`config.mk`:
```
export PLATFORM = sky130hd
export DESIGN_NAME = lesc_regs
export DESIGN_NICKNAME = d
export VERILOG_FILES = /design/src/shared/lesc_pkg.sv /design/src/hdl/lesc_regs.sv /design/src/hdl/lesc_err_counter.sv
export SDC_FILE = /design/constraint.sdc
export NUM_CORES = 1
export LEC_CHECK = 0
export BUFFER_PORTS_ARGS = -buffer_cell sky130_fd_sc_hd__buf_4
export CAP_MARGIN = 10
export CORE_MARGIN = 4
export CORE_UTILIZATION = 45
export CTS_CLUSTER_DIAMETER = 200
export DETAILED_ROUTE_END_ITERATION = 10
export PLACE_DENSITY = 0.69
export SKIP_CTS_REPAIR_TIMING = 1
export SYNTH_ARGS = -nofsm -noshare
export SYNTH_HDL_FRONTEND = slang
export SYNTH_SLANG_ARGS = --single-unit
```
`constraint.sdc`:
```
create_clock -name clk_i -period 2.3 [get_ports clk_i]
set_input_delay 0.23 -clock clk_i [delete_from_list [all_inputs] [get_ports clk_i]]
set_output_delay 0.23 -clock clk_i [all_outputs]
set_load 0.02 [all_outputs]
```
`src/shared/lesc_pkg.sv`:
```
// Constants for the line event status and error count register slice
package lesc_pkg;

  // Clock and automatic counting round
  localparam int unsigned CLK_PERIOD_NS    = 40;
  localparam int unsigned ROUND_TIME_MS    = 1000;
  localparam int unsigned NS_PER_MS        = 1000000;
  localparam int unsigned ROUND_CYCLES_DEF = ROUND_TIME_MS * NS_PER_MS / CLK_PERIOD_NS;
  localparam int unsigned ROUND_CNT_W      = 25;

  // Bus geometry
  localparam int unsigned ADR_W  = 8;
  localparam int unsigned DAT_W  = 32;
  localparam int unsigned SEL_W  = 4;
  localparam int unsigned BYTE_W = 8;
  localparam int unsigned COUNT_W = 16;

  // Register byte offsets
  localparam logic [ADR_W-1:0] OFS_STATUS   = 8'h00;
  localparam logic [ADR_W-1:0] OFS_MASK     = 8'h04;
  localparam logic [ADR_W-1:0] OFS_ERR_LOW  = 8'h08;
  localparam logic [ADR_W-1:0] OFS_ERR_HIGH = 8'h0c;
  localparam logic [ADR_W-1:0] OFS_CONFIG   = 8'h10;

  // Status and mask field positions
  localparam int unsigned BIT_SYS_BPV   = 5;
  localparam int unsigned BIT_LINE_BPV  = 4;
  localparam int unsigned BIT_SYS_EXZ   = 3;
  localparam int unsigned BIT_LINE_EXZ  = 2;
  localparam int unsigned BIT_PAT_ERR   = 1;
  localparam int unsigned BIT_CNT_OVF   = 0;
  localparam int unsigned BIT_RSVD_LO   = 6;
  localparam int unsigned BIT_RSVD_HI   = 7;

  localparam logic [BYTE_W-1:0] STATUS_USED  = 8'h3f;
  localparam logic [BYTE_W-1:0] STATUS_RESET = 8'h00;
  localparam logic [BYTE_W-1:0] MASK_RESET   = 8'h3f;

  // Configuration fields
  localparam int unsigned CFG_MODE_BIT   = 0;
  localparam int unsigned CFG_UPDATE_BIT = 1;
  localparam logic        MODE_RESET     = 1'b0;

  localparam logic [DAT_W-1:0]   DAT_ZERO   = 32'h0000_0000;
  localparam logic [DAT_W-BYTE_W-1:0] PAD_ZERO = 24'h00_0000;
  localparam logic [COUNT_W-1:0] COUNT_ZERO = 16'h0000;
  localparam logic [COUNT_W-1:0] COUNT_ONE  = 16'h0001;
  localparam logic [COUNT_W-1:0] COUNT_MAX  = 16'hffff;

  // Count update mode encoding
  typedef enum logic
  {
    LESC_MODE_MANUAL = 1'b0,
    LESC_MODE_AUTO   = 1'b1
  } lesc_mode_t;

endpackage

```
`src/hdl/lesc_regs.sv`:
```
// Line event status, mask, error count and mode registers on classic Wishbone
`timescale 1ns/100ps
`default_nettype none

module lesc_regs
#(
  parameter int unsigned ROUND_CYCLES = lesc_pkg::ROUND_CYCLES_DEF
)
(
  input  wire logic                          clk_i,
  input  wire logic                          rst_i,
  input  wire logic                          wb_cyc_i,
  input  wire logic                          wb_stb_i,
  input  wire logic                          wb_we_i,
  input  wire logic  [lesc_pkg::ADR_W-1:0]   wb_adr_i,
  input  wire logic  [lesc_pkg::SEL_W-1:0]   wb_sel_i,
  input  wire logic  [lesc_pkg::DAT_W-1:0]   wb_dat_i,
  output logic       [lesc_pkg::DAT_W-1:0]   wb_dat_o,
  output logic                               wb_ack_o,
  input  wire logic                          sys_bipolar_violation_i,
  input  wire logic                          line_bipolar_violation_i,
  input  wire logic                          sys_excess_zero_i,
  input  wire logic                          line_excess_zero_i,
  input  wire logic                          pattern_error_i,
  input  wire logic                          error_event_i,
  output logic                               int_n_o
);
  import lesc_pkg::*;

  localparam logic [ROUND_CNT_W-1:0] ROUND_LAST = ROUND_CNT_W'(ROUND_CYCLES - 1);
  localparam logic [ROUND_CNT_W-1:0] ROUND_ZERO = '0;
  localparam logic [ROUND_CNT_W-1:0] ROUND_ONE  = ROUND_CNT_W'(1);

  logic [BYTE_W-1:0]      interrupt_status_two;
  logic [BYTE_W-1:0]      interrupt_mask;
  lesc_mode_t             count_update_mode;
  logic [BYTE_W-1:0]      next_status;
  logic [BYTE_W-1:0]      event_set;
  logic [BYTE_W-1:0]      status_clear;
  logic [DAT_W-1:0]       next_rdata;
  logic [ROUND_CNT_W-1:0] round_count;
  logic                   round_tick;
  logic                   manual_req;
  logic                   update_pulse;
  logic                   counter_overflow;
  logic [COUNT_W-1:0]     error_count_value;
  logic                   wb_req;
  logic                   wr_en;

  function automatic logic reg_hit(input logic [ADR_W-1:0] adr, input logic [ADR_W-1:0] ofs);
    reg_hit = (adr == ofs);
  endfunction

  // Bus handshake: one wait state, ack drops the cycle after it was given
  assign wb_req = wb_cyc_i && wb_stb_i;
  assign wr_en  = wb_req && wb_we_i && wb_ack_o && wb_sel_i[0];

  always_ff @(posedge clk_i)
  begin
    if (rst_i)
    begin
      wb_ack_o <= 1'b0;
    end
    else
    begin
      wb_ack_o <= wb_req && !wb_ack_o;
    end
  end

  // Read mux; unmapped offsets answer with zero
  always_comb
  begin
    next_rdata = DAT_ZERO;
    if (reg_hit(wb_adr_i, OFS_STATUS))
    begin
      next_rdata = {PAD_ZERO, interrupt_status_two & STATUS_USED};
    end
    else if (reg_hit(wb_adr_i, OFS_MASK))
    begin
      next_rdata = {PAD_ZERO, interrupt_mask & STATUS_USED};
    end
    else if (reg_hit(wb_adr_i, OFS_ERR_LOW))
    begin
      next_rdata = {PAD_ZERO, error_count_value[BYTE_W-1:0]};
    end
    else if (reg_hit(wb_adr_i, OFS_ERR_HIGH))
    begin
      next_rdata = {PAD_ZERO, error_count_value[COUNT_W-1:BYTE_W]};
    end
    else if (reg_hit(wb_adr_i, OFS_CONFIG))
    begin
      next_rdata[CFG_MODE_BIT] = count_update_mode;
    end
  end

  always_ff @(posedge clk_i)
  begin
    if (rst_i)
    begin
      wb_dat_o <= DAT_ZERO;
    end
    else if (wb_req && !wb_ack_o && !wb_we_i)
    begin
      wb_dat_o <= next_rdata;
    end
  end

  // Event sources gathered into the status layout
  always_comb
  begin
    event_set = STATUS_RESET;
    event_set[BIT_SYS_BPV]  = sys_bipolar_violation_i;
    event_set[BIT_LINE_BPV] = line_bipolar_violation_i;
    event_set[BIT_SYS_EXZ]  = sys_excess_zero_i;
    event_set[BIT_LINE_EXZ] = line_excess_zero_i;
    event_set[BIT_PAT_ERR]  = pattern_error_i;
    event_set[BIT_CNT_OVF]  = counter_overflow;
  end

  always_comb
  begin
    status_clear = STATUS_RESET;
    if (wr_en && reg_hit(wb_adr_i, OFS_STATUS))
    begin
      status_clear = wb_dat_i[BYTE_W-1:0] & STATUS_USED;
    end
  end

  // Set beats clear so an event landing on a clear write is not lost
  assign next_status = ((interrupt_status_two & ~status_clear) | event_set) & STATUS_USED;

  always_ff @(posedge clk_i)
  begin
    if (rst_i)
    begin
      interrupt_status_two <= STATUS_RESET;
    end
    else
    begin
      interrupt_status_two <= next_status;
    end
  end

  always_ff @(posedge clk_i)
  begin
    if (rst_i)
    begin
      interrupt_mask <= MASK_RESET;
    end
    else if (wr_en && reg_hit(wb_adr_i, OFS_MASK))
    begin
      interrupt_mask <= wb_dat_i[BYTE_W-1:0] & STATUS_USED;
    end
  end

  // Pin is driven low while any enabled status bit is still latched
  assign int_n_o = ~|(interrupt_status_two & interrupt_mask);

  // Mode register; the update bit is a strobe and reads back zero
  always_ff @(posedge clk_i)
  begin
    if (rst_i)
    begin
      count_update_mode <= lesc_mode_t'(MODE_RESET);
    end
    else if (wr_en && reg_hit(wb_adr_i, OFS_CONFIG))
    begin
      count_update_mode <= lesc_mode_t'(wb_dat_i[CFG_MODE_BIT]);
    end
  end

  always_ff @(posedge clk_i)
  begin
    if (rst_i)
    begin
      manual_req <= 1'b0;
    end
    else
    begin
      manual_req <= wr_en && reg_hit(wb_adr_i, OFS_CONFIG) && wb_dat_i[CFG_UPDATE_BIT]
                    && (wb_dat_i[CFG_MODE_BIT] == LESC_MODE_MANUAL);
    end
  end

  // Round divider runs only in automatic mode and restarts on mode entry
  always_ff @(posedge clk_i)
  begin
    if (rst_i || count_update_mode == LESC_MODE_MANUAL)
    begin
      round_count <= ROUND_ZERO;
    end
    else if (round_count == ROUND_LAST)
    begin
      round_count <= ROUND_ZERO;
    end
    else
    begin
      round_count <= round_count + ROUND_ONE;
    end
  end

  assign round_tick = (count_update_mode == LESC_MODE_AUTO) && (round_count == ROUND_LAST);

  always_comb
  begin
    unique case (count_update_mode)
      LESC_MODE_AUTO:
      begin
        update_pulse = round_tick;
      end
      LESC_MODE_MANUAL:
      begin
        update_pulse = manual_req;
      end
    endcase
  end

  lesc_err_counter u_err_counter
  (
    .clk_i         (clk_i),
    .rst_i         (rst_i),
    .error_event_i (error_event_i),
    .update_i      (update_pulse),
    .count_o       (error_count_value),
    .overflow_o    (counter_overflow)
  );

  logic status_wr_now;
  assign status_wr_now = wr_en && reg_hit(wb_adr_i, OFS_STATUS);

  // Age since the last update, kept apart from the divider so a wrong period shows up
  logic [ROUND_CNT_W-1:0] auto_age;

  always_ff @(posedge clk_i)
  begin
    if (rst_i || count_update_mode == LESC_MODE_MANUAL || update_pulse)
    begin
      auto_age <= ROUND_ZERO;
    end
    else
    begin
      auto_age <= auto_age + ROUND_ONE;
    end
  end
endmodule

`default_nettype wire

```
`src/hdl/lesc_err_counter.sv`:
```
// Error counter with latched readable value and overflow pulse
`timescale 1ns/100ps
`default_nettype none

module lesc_err_counter
(
  input  wire logic                           clk_i,
  input  wire logic                           rst_i,
  input  wire logic                           error_event_i,
  input  wire logic                           update_i,
  output logic       [lesc_pkg::COUNT_W-1:0]  count_o,
  output logic                                overflow_o
);
  import lesc_pkg::*;

  logic [COUNT_W-1:0] running;

  // Running count restarts at each update, keeping an event of that cycle
  always_ff @(posedge clk_i)
  begin
    if (rst_i)
    begin
      running <= COUNT_ZERO;
    end
    else if (update_i)
    begin
      running <= error_event_i ? COUNT_ONE : COUNT_ZERO;
    end
    else if (error_event_i)
    begin
      running <= running + COUNT_ONE;
    end
  end

  // Unread value is replaced at the next update
  always_ff @(posedge clk_i)
  begin
    if (rst_i)
    begin
      count_o <= COUNT_ZERO;
    end
    else if (update_i)
    begin
      count_o <= running;
    end
  end

  // Wrap past all ones is reported once per wrap
  always_ff @(posedge clk_i)
  begin
    if (rst_i)
    begin
      overflow_o <= 1'b0;
    end
    else
    begin
      overflow_o <= error_event_i && !update_i && (running == COUNT_MAX);
    end
  end

endmodule

`default_nettype wire

```
Yosys cells after proc, flatten, opt, wreduce, memory -nomap -nowiden
Index checks and enable logic that the tools add are counted.

Add/subtract/negate cells: 2. Eq/ne operators: 6. Muxes and demuxes: 11. Bitwise gates (word level): 6. Reductions and logical operators: 23.

Operators by type and width (number): two-way mux 16 bit (2); two-way mux 32 bit (1); adder 25 x 1 -> 25 bit (second input constant) (1); == test 25 bit (second input constant) (1); adder 16 x 1 -> 16 bit (second input constant) (1); == test 16 bit (second input constant) (1); == test 8 x 4 -> 1 bit (second input constant) (2); two-way mux 8 bit (2); logical AND 1 bit (14); AND 6 bit (2); == test 8 x 3 -> 1 bit (second input constant) (1); == test 8 x 5 -> 1 bit (second input constant) (1); zero test 8 bit (1); OR reduction 8 bit (1); two-way mux 7 bit (1); two-way mux 6 bit (1); NOT 6 bit (1); OR 6 bit (1); zero test 1 bit (4); two-way mux 1 bit (3); NOT 1 bit (2); case mux 1 bit (2 select lines) (1); nonzero test 2 bit (1); OR reduction 2 bit (1); logical OR 1 bit (1).

Register bits: 105. Input port bits: 55. Output and inout bits: 34. Word-level logic and storage cells: 58.

Longest topological paths before layout
Gate-level depths: netlist of run 1.

Depth in word-level cells: 9. Mapped depth: 9. Mapped depth without buffers: 6.

Modules after synthesis
A second synthesis of run 1 with hierarchy kept.

Cells, all modules: 439. Area, all modules: 3843.7 um2.

By module, submodules not included: lesc_regs (instances 1, cells an instance 301, area each 2503.7 um2, seq. area each 960.9 um2); lesc_err_counter (instances 1, cells an instance 138, area each 1340.0 um2, seq. area each 660.6 um2).

Worst setup path after synthesis of run 1
OpenSTA, ideal clock, no wires.

Kind: register to register. Start: reg round_count[7]. End: reg u_err_counter.running[10]. Setup time: 115 ps. Data arrival time: 1809 ps. Required time: 2185 ps. Setup slack: 376 ps. Cell stages (with the launch flop): 9. Buffers on the path: 3. Period minus slack after synthesis: 1924 ps. Path through: dfxtp_1 -> or4b_1 -> nor4_2 -> a31o_2 -> buf_8 -> or2_4 -> buf_6 -> buf_12 -> nor2_1.

Cells in the longest elaborated chain, start to end: 4.

RTL lines: start, declared (RTL line lesc_regs.sv:41) `logic [ROUND_CNT_W-1:0] round_count;`; start signal, assigned (RTL line lesc_regs.sv:198) `round_count <= round_count + ROUND_ONE;`; == test 25 bit * (RTL line lesc_regs.sv:202) `assign round_tick = (count_update_mode == LESC_MODE_AUTO) && (round_count == ROUND_LAST);`; logical AND 1 bit * (RTL line lesc_regs.sv:202); case mux 1 bit (2 select lines) * (RTL line lesc_regs.sv:206) `unique case (count_update_mode)`; two-way mux 16 bit or nonzero test 2 bit (tied branches); end signal, assigned (RTL line lesc_err_counter.sv:27) `running <= error_event_i ? COUNT_ONE : COUNT_ZERO;`; end signal, assigned (RTL line lesc_err_counter.sv:31) `running <= running + COUNT_ONE;`; end, declared (RTL line lesc_err_counter.sv:16) `logic [COUNT_W-1:0] running;`.

Mark *: on every way between the ends. The rest lies on a longest branch, timed or not. A chain may end at the register's enable or synchronous reset.

Worst setup path after layout of run 1
Start: reg round_count[7]. End: reg u_err_counter.count_o[11] in the netlist's numbering.

Cells in the longest elaborated chain, start to end: 3.

RTL lines: == test 25 bit (RTL line lesc_regs.sv:202); logical AND 1 bit (RTL line lesc_regs.sv:202); case mux 1 bit (2 select lines) (RTL line lesc_regs.sv:206); end signal, assigned (RTL line lesc_err_counter.sv:44) `count_o <= running;`; end, declared (RTL line lesc_err_counter.sv:11) `output logic [lesc_pkg::COUNT_W-1:0] count_o,`.

Every way passes these cells.

==> results.md, run 1 <==
- CP peak stage delay: 530 ps
- CORE AREA: 8175 sq um
- Fin crit share: 89.71%
- Slowest-stage cell, CP: or4b_1
- CTS Root Cell: clkbuf_8
- Initial DRC Count: 120
- Syn avg cell area: 9.171 sq um
- Fin. Hold Viols: 0
- Delay-heaviest family, CP: simple AND/OR/NAND/NOR gates
- Worst Path Required: 2530 ps
- P&R area growth vs syn: 11.69%
- Reg2Reg Launch Point: round_count[7]$_SDFF_PP0_
- Peak VDD IR: 0.2640 mV
- Via count: 2837
- HPWL Detailed: 5.281 mm
- Drt drc: 0
- Gp weighted congestion: 0.8110
- Setup TNS Final: 0 ps
- Termination of the worst setup path: u_err_counter.count_o[11]$_SDFFE_PP0N_
- Cell Rows: 33
- Global route overflow: 0
- Worst path bufs/invs: 1
- First-pass DRT Iterations: 5
- Number of global-route vias before repair: 2595
- Final #Nets: 505
- Crit. End Element: register
- CP Class: reg2reg
- Post-synthesis cell type count: 47
- Worst path arrival time: 2290 ps
- Post-Route WL: 7.275 mm
- GRT Util Overall: 15.12%
- CTS buffer count: 9
- Reg2reg path depth: 6
- Final Skew: 11.50 ps
- Yosys warns: 0
- Worst-path maximum fanout: 7
- Hold Crit Class: in2reg
- Critical-path cell list: or4b_1 -> nor4_2 -> a31o_2 -> buf_4 -> mux2i_1 -> nor2_1
- Chip Height: 99.64 um
- Layout cell share with drive strength beyond 1: 16.34%
- Crit. path cell count: 6
- CTS tree: yes
- Post-Layout Cell Count: 558
- Final slew viol count: 0
- Leak Pwr: 1.510 nW
- PwrDens: 622.5 nW/um^2
- Initial antenna violation count: 0
- Tmin final: 2063 ps
- Initial Util: 46.22%
- Worst-Skew Late Latency: 350 ps
- Total number of H-tree levels: 3
- Clk slew on worst S/H paths: 90 ps
- Final ANT Viol Nets: 0
- Mapped Cells: 412
- Reg2reg end: u_err_counter.count_o[11]$_SDFFE_PP0N_
- # Max-Cap Violations: 0
- Fmax: 484.6 MHz
- Largest net degree at the start of global routing: 44
- Post-Syn Area: 3779 sq um
- First-pass GRT wire length: 12.22 mm
- Die footprint: 9927 sq um
- Placed cells: 542
- Number of diodes: 0
- IO Port Bufs: 35
- Die X: 99.64 um
- Wire per inst: 13.04 um
- Endpoints failing setup: 0
- Clock Path Buffers: 2
- I/O pin cnt: 89
- RSZ-0062 raised after global routing: false
- Crit start category: register
- Status: complete, no violations
- Worst setup startpoint: round_count[7]$_SDFF_PP0_
- Reg-to-reg setup timing slack: 240 ps
- Sequential element share of the synthesized area: 42.91%
- Via/cell ratio: 5.084
- Seq cells post-synth: 81
- CTS sink cnt: 81
[worst min-delay path by stage]
stage	startpoint	end	cells past startpoint
after global routing	wb_dat_i[4]	interrupt_status_two[4]$_SDFF_PP0_	2
after floorplan	wb_dat_i[0]	manual_req$_SDFF_PP0_	1
final	wb_dat_i[5]	interrupt_status_two[5]$_SDFF_PP0_	2
after detailed placement	wb_dat_i[5]	interrupt_status_two[5]$_SDFF_PP0_	2
after global placement	wb_dat_i[5]	interrupt_status_two[5]$_SDFF_PP0_	2
after CTS	wb_dat_i[5]	interrupt_status_two[5]$_SDFF_PP0_	2
[where the power goes]
part           internal [W]  switching (W)  leakage (nW)
Combinational     0.0000594      0.0000960         0.756
Sequential          0.00141      0.0000112         0.655
Clock              0.000510       0.000538         0.100
Total               0.00198       0.000646          1.51
[final cells by class]
cell class	instances	area, sq um
clock buffers	9	123.9
clock inverters	7	77.57
fillers	734	3955
inverters	12	45.04
multi-input cells	302	1893
flip-flops and latches	81	1622
well taps	105	131.4
repair buffers	42	327.8
[metrics by stage]
| step | worst slack, ps | power [W] | utilization [%] | hold WS, ps | area, sq um |
|---|---|---|---|---|---|
| after floorplan | 376.4 | 0.001586 | - | 306.7 | 3865 |
| after global placement | 265.9 | 0.001608 | 49.16 | 436.8 | 4019 |
| after detailed placement | 208.6 | 0.001610 | 49.16 | 438.6 | 4019 |
| after CTS | 210.6 | 0.002653 | 51.62 | 54.64 | 4220 |
| after global routing | 84.29 | 0.002729 | 51.62 | 61.58 | 4220 |
| final | 236.6 | 0.002627 | 51.62 | 62.95 | 4220 |
[metal layers]
layer  routed length, um  part of all wire, %  track usage [%]  up-vias
li1                    -                    -                -     1440
met1                3574                   49            21.32     1328
met2                3243                   45            22.78       58
met3                 334                  4.6            3.647       11
met4                 123                  1.7            4.937        0
met5                   0                    0                0        -
[registers in the layout, indices dropped and copies added (netlist names)]
register,count
u_err_counter.count_o,16
interrupt_status_two,6
count_update_mode,1
u_err_counter.running,16
interrupt_mask,6
u_err_counter.overflow_o,1
manual_req,1
round_count,25
wb_dat_o,8
wb_ack_o,1
[synthesized netlist by cell type (all sizes together)]
cell type,number,area (sq um)
nor3b,2,15.01
a311oi,7,61.31
a211o,7,61.31
nand4,16,100.1
a21oi,9,45.04
inv,12,45.04
o21ai,2,10.01
mux2,2,22.52
or4,1,11.26
mux4,5,112.6
nor2,79,299.0
xnor2,17,148.9
or2,2,15.02
clkbuf,8,30.03
o211ai,1,7.510
nand4b,2,17.52
nand3b,2,15.01
mux2i,18,180.2
a31o,1,8.760
xor2,20,175.2
and2,3,18.77
nor4,4,31.28
and4,4,35.03
or3,2,13.77
nand3,21,105.1
dfxtp,81,1622
a22oi,2,15.01
and3,8,51.30
buf,32,275.3
or4b,1,10.01
nor2b,7,43.79
ha,2,25.02
conb,1,3.750
a221oi,1,8.760
nor4b,1,8.760
nand2,21,78.83
nor3,8,51.30
[cell usage in the layout (no fill, tap or decap), drive strengths merged, types with 3 or more instances in the layout]
| cell | n |
|---|---|
| mux2i | 18 |
| clkinv | 3 |
| inv | 14 |
| nor3 | 8 |
| nand3 | 21 |
| a311oi | 7 |
| and3 | 8 |
| nor4 | 4 |
| dfxtp | 81 |
| conb | 24 |
| mux4 | 5 |
| xnor2 | 17 |
| nor2 | 79 |
| nand4 | 16 |
| a21oi | 9 |
| xor2 | 20 |
| and4 | 4 |
| nand2 | 21 |
| clkbuf | 9 |
| nor2b | 7 |
| a211o | 7 |
| buf | 42 |
| and2 | 3 |
[logic make-up after synthesis]
| group | synth area share [%] |
|---|---|
| compound gates | 5.762 |
| xor+xnor | 8.576 |
| fa+ha+maj | 0.6621 |
| buf+inv | 9.271 |
| flops | 42.91 |
| mux | 8.344 |
| other cells | 0.09924 |
| simple gates | 24.37 |
(Power assumes the default switching activity.)
==> run 2: changes to the inputs <==
--- a/config.mk
+++ b/config.mk
@@ -7,7 +7,6 @@
 export LEC_CHECK = 0
 export BUFFER_PORTS_ARGS = -buffer_cell sky130_fd_sc_hd__buf_4
 export CAP_MARGIN = 10
-export CORE_MARGIN = 4
 export CORE_UTILIZATION = 45
 export CTS_CLUSTER_DIAMETER = 200
 export DETAILED_ROUTE_END_ITERATION = 10
==> results.md, run 2 (synthesis results as in run 1) <==
- Total number of H-tree levels: 3 (unchanged)
- CP Class: reg2reg (unchanged)
- Fin. Hold Viols: 0 (unchanged)
- Post-Route WL: 7.066 mm (was 7.275 mm)
- Crit. path cell count: 6 (unchanged)
- Number of global-route vias before repair: 2546 (was 2595)
- Post-Layout Cell Count: 558 (unchanged)
- CTS tree: yes (unchanged)
- PwrDens: 629.9 nW/um^2 (was 622.5 nW/um^2)
- Tmin final: 2103 ps (was 2063 ps)
- Gp weighted congestion: 0.8232 (was 0.8110)
- Reg2reg path depth: 6 (unchanged)
- Critical-path cell list: or4b_1 -> nor4_2 -> a31o_2 -> buf_4 -> mux2i_1 -> nor2_1 (unchanged)
- Hold Crit Start: wb_dat_i[5] (unchanged)
- Die X: 93.64 um (was 99.64 um)
- CTS sink cnt: 81 (unchanged)
- # Max-Cap Violations: 0 (unchanged)
- Worst path arrival time: 2340 ps (was 2290 ps)
- Fin Hold WS: 71.28 ps (was 62.95 ps)
- Drt drc: 0 (unchanged)
- Commonest non-fill, non-tap cell in the layout: dfxtp_1 (unchanged)
- Final Skew: 14.87 ps (was 11.50 ps)
- Initial DRC Count: 138 (was 120)
- Initial antenna violation count: 0 (unchanged)
- Setup TNS Final: 0 ps (unchanged)
- Worst Path Required: 2540 ps (was 2530 ps)
- Delay-heaviest family, CP: simple AND/OR/NAND/NOR gates (unchanged)
- Die footprint: 8768 sq um (was 9927 sq um)
- Switching pwr: 0.0006611 W (was 0.0006455 W)
- First-pass DRT Iterations: 4 (was 5)
- Final #Nets: 505 (unchanged)
- Worst-Skew Late Latency: 360 ps (was 350 ps)
- Wire per inst: 12.66 um (was 13.04 um)
- Clk pwr share: 40.5% (was 39.9%)
- Largest net degree at the start of global routing: 44 (unchanged)
- Top Registers: round_count x25, u_err_counter.count_o x16, u_err_counter.running x16 (unchanged)
- Clock Path Buffers: 2 (unchanged)
- Worst-path maximum fanout: 9 (was 7)
- Endpoints failing setup: 0 (unchanged)
- Cell Rows: 33 (unchanged)
- Slowest-stage cell, CP: or4b_1 (unchanged)
- Placed cells: 542 (unchanged)
- IO Port Bufs: 35 (unchanged)
- Internal power: 0.001993 W (was 0.001982 W)
- Fmax: 475.5 MHz (was 484.6 MHz)
- CP peak stage delay: 540 ps (was 530 ps)
- I/O pin cnt: 89 (unchanged)
- Worst Hold Endpoint: interrupt_status_two[5]$_SDFF_PP0_ (unchanged)
- Worst path bufs/invs: 1 (unchanged)
- CTS buffer count: 9 (unchanged)
- CTS Root Cell: clkbuf_8 (unchanged)
- Reg2Reg Launch Point: round_count[7]$_SDFF_PP0_ (unchanged)
- Reg-to-reg setup timing slack: 200 ps (was 240 ps)
- HPWL Detailed: 5.121 mm (was 5.281 mm)
- Final ANT Viol Nets: 0 (unchanged)
- Fin crit share: 91.45% (was 89.71%)
- Hold Crit Class: in2reg (unchanged)
- Fill count: 750 (was 734)
- Layout cell share with drive strength beyond 1: 16.34% (unchanged)
- GRT Util Overall: 17.30% (was 15.12%)
- Final WS setup: 196.8 ps (was 236.6 ps)
- Top reg by flops: round_count (unchanged)
- Final design utilization: 51.55% (was 51.62%)
- Final slew viol count: 0 (unchanged)
- Sequential share of power: 53.6% (was 54.2%)
- Min-Delay Path Depth: 2 (unchanged)
- CORE AREA: 8175 sq um (unchanged)
- Status: complete, no violations (unchanged)
- Initial Util: 46.22% (unchanged)
- Crit start category: register (unchanged)
- Sw frac: 24.91% (was 24.57%)
- RSZ-0062 raised after global routing: false (unchanged)
- Max reg flops: 25 (unchanged)
- Global route overflow: 0 (unchanged)
- Chip Height: 93.64 um (was 99.64 um)
- Via count: 2826 (was 2837)
- First-pass GRT wire length: 11.97 mm (was 12.22 mm)
- Clk slew on worst S/H paths: 90 ps (about the same)
- Peak VDD IR: 0.2626 mV (was 0.2640 mV)
- Reg2reg end: u_err_counter.count_o[5]$_SDFFE_PP0N_ (was u_err_counter.count_o[11]$_SDFFE_PP0N_)
- Number of diodes: 0 (unchanged)
- Most frequent cells in the layout: 81 x dfxtp_1, 78 x nor2_1, 42 x buf_4, 24 x conb_1 (was 81 x dfxtp_1, 78 x nor2_1, 41 x buf_4, 24 x conb_1)
- Leak Pwr: 1.510 nW (about the same)
- Crit. End Element: register (unchanged)
- Pre-CTS setup slack: 198.3 ps (was 208.6 ps)
- P&R area growth vs syn: 11.52% (was 11.69%)
- Via/cell ratio: 5.065 (was 5.084)
- Combinational power share: 5.8% (was 5.9%)
run 2: cell type report:
cell class / count / area, sq um / share of cell area (%)
clock buffers: 9 / 123.9 / 2.939
clock inverters: 7 / 83.83 / 1.989
inverters: 12 / 45.04 / 1.069
multi-input cells: 302 / 1893 / 44.92
flip-flops and latches: 81 / 1622 / 38.48
well taps: 105 / 131.4 / 3.118
repair buffers: 42 / 315.3 / 7.482
run 2: metal layers:
metal	wire length, um	track usage [%]	share of wire [%]	vias to the layer above
li1	-	-	-	1446
met1	3458	24.19	49	1299
met2	3203	25.98	45	73
met3	295	3.984	4.2	8
met4	109	6.154	1.5	0
met5	0	0	0	-
run 2: how the worst max path moves through the flow:
stage | from | end | slack (ps)
after floorplan | round_count[7]$_SDFF_PP0_ | u_err_counter.running[10]$_SDFFE_PP0P_ | 380
after global placement | round_count[7]$_SDFF_PP0_ | u_err_counter.count_o[6]$_SDFFE_PP0N_ | 250
after detailed placement | round_count[7]$_SDFF_PP0_ | u_err_counter.count_o[5]$_SDFFE_PP0N_ | 200
after CTS | round_count[7]$_SDFF_PP0_ | u_err_counter.count_o[12]$_SDFFE_PP0N_ | 200
after global routing | round_count[7]$_SDFF_PP0_ | u_err_counter.count_o[9]$_SDFFE_PP0N_ | 60
final | round_count[7]$_SDFF_PP0_ | u_err_counter.count_o[5]$_SDFFE_PP0N_ | 200
run 2: metrics by stage:
step           power, W  area [sq um]
2_1_floorplan  0.001586          3865
3_5_place_dp   0.001611          4006
4_1_cts        0.002674          4214
6_report       0.002654          4214
3_3_place_gp   0.001607          4006
5_1_grt        0.002753          4214
run 2: worst reg2reg max path: stages, from the launching register on:
cell,delay [ps]
dfxtp_1,380
or4b_1,540
nor4_2,280
a31o_2,290
buf_4,230
mux2i_1,220
nor2_1,60
run 2: power groups by stage:
stage                     Sequential [W]  Clock, W  Combinational [W]
after floorplan                  0.00145         0           0.000133
after global placement           0.00146         0           0.000152
after detailed placement         0.00146         0           0.000155
after CTS                        0.00142   0.00110           0.000155
after global routing             0.00142   0.00116           0.000173
final                            0.00142   0.00108           0.000155
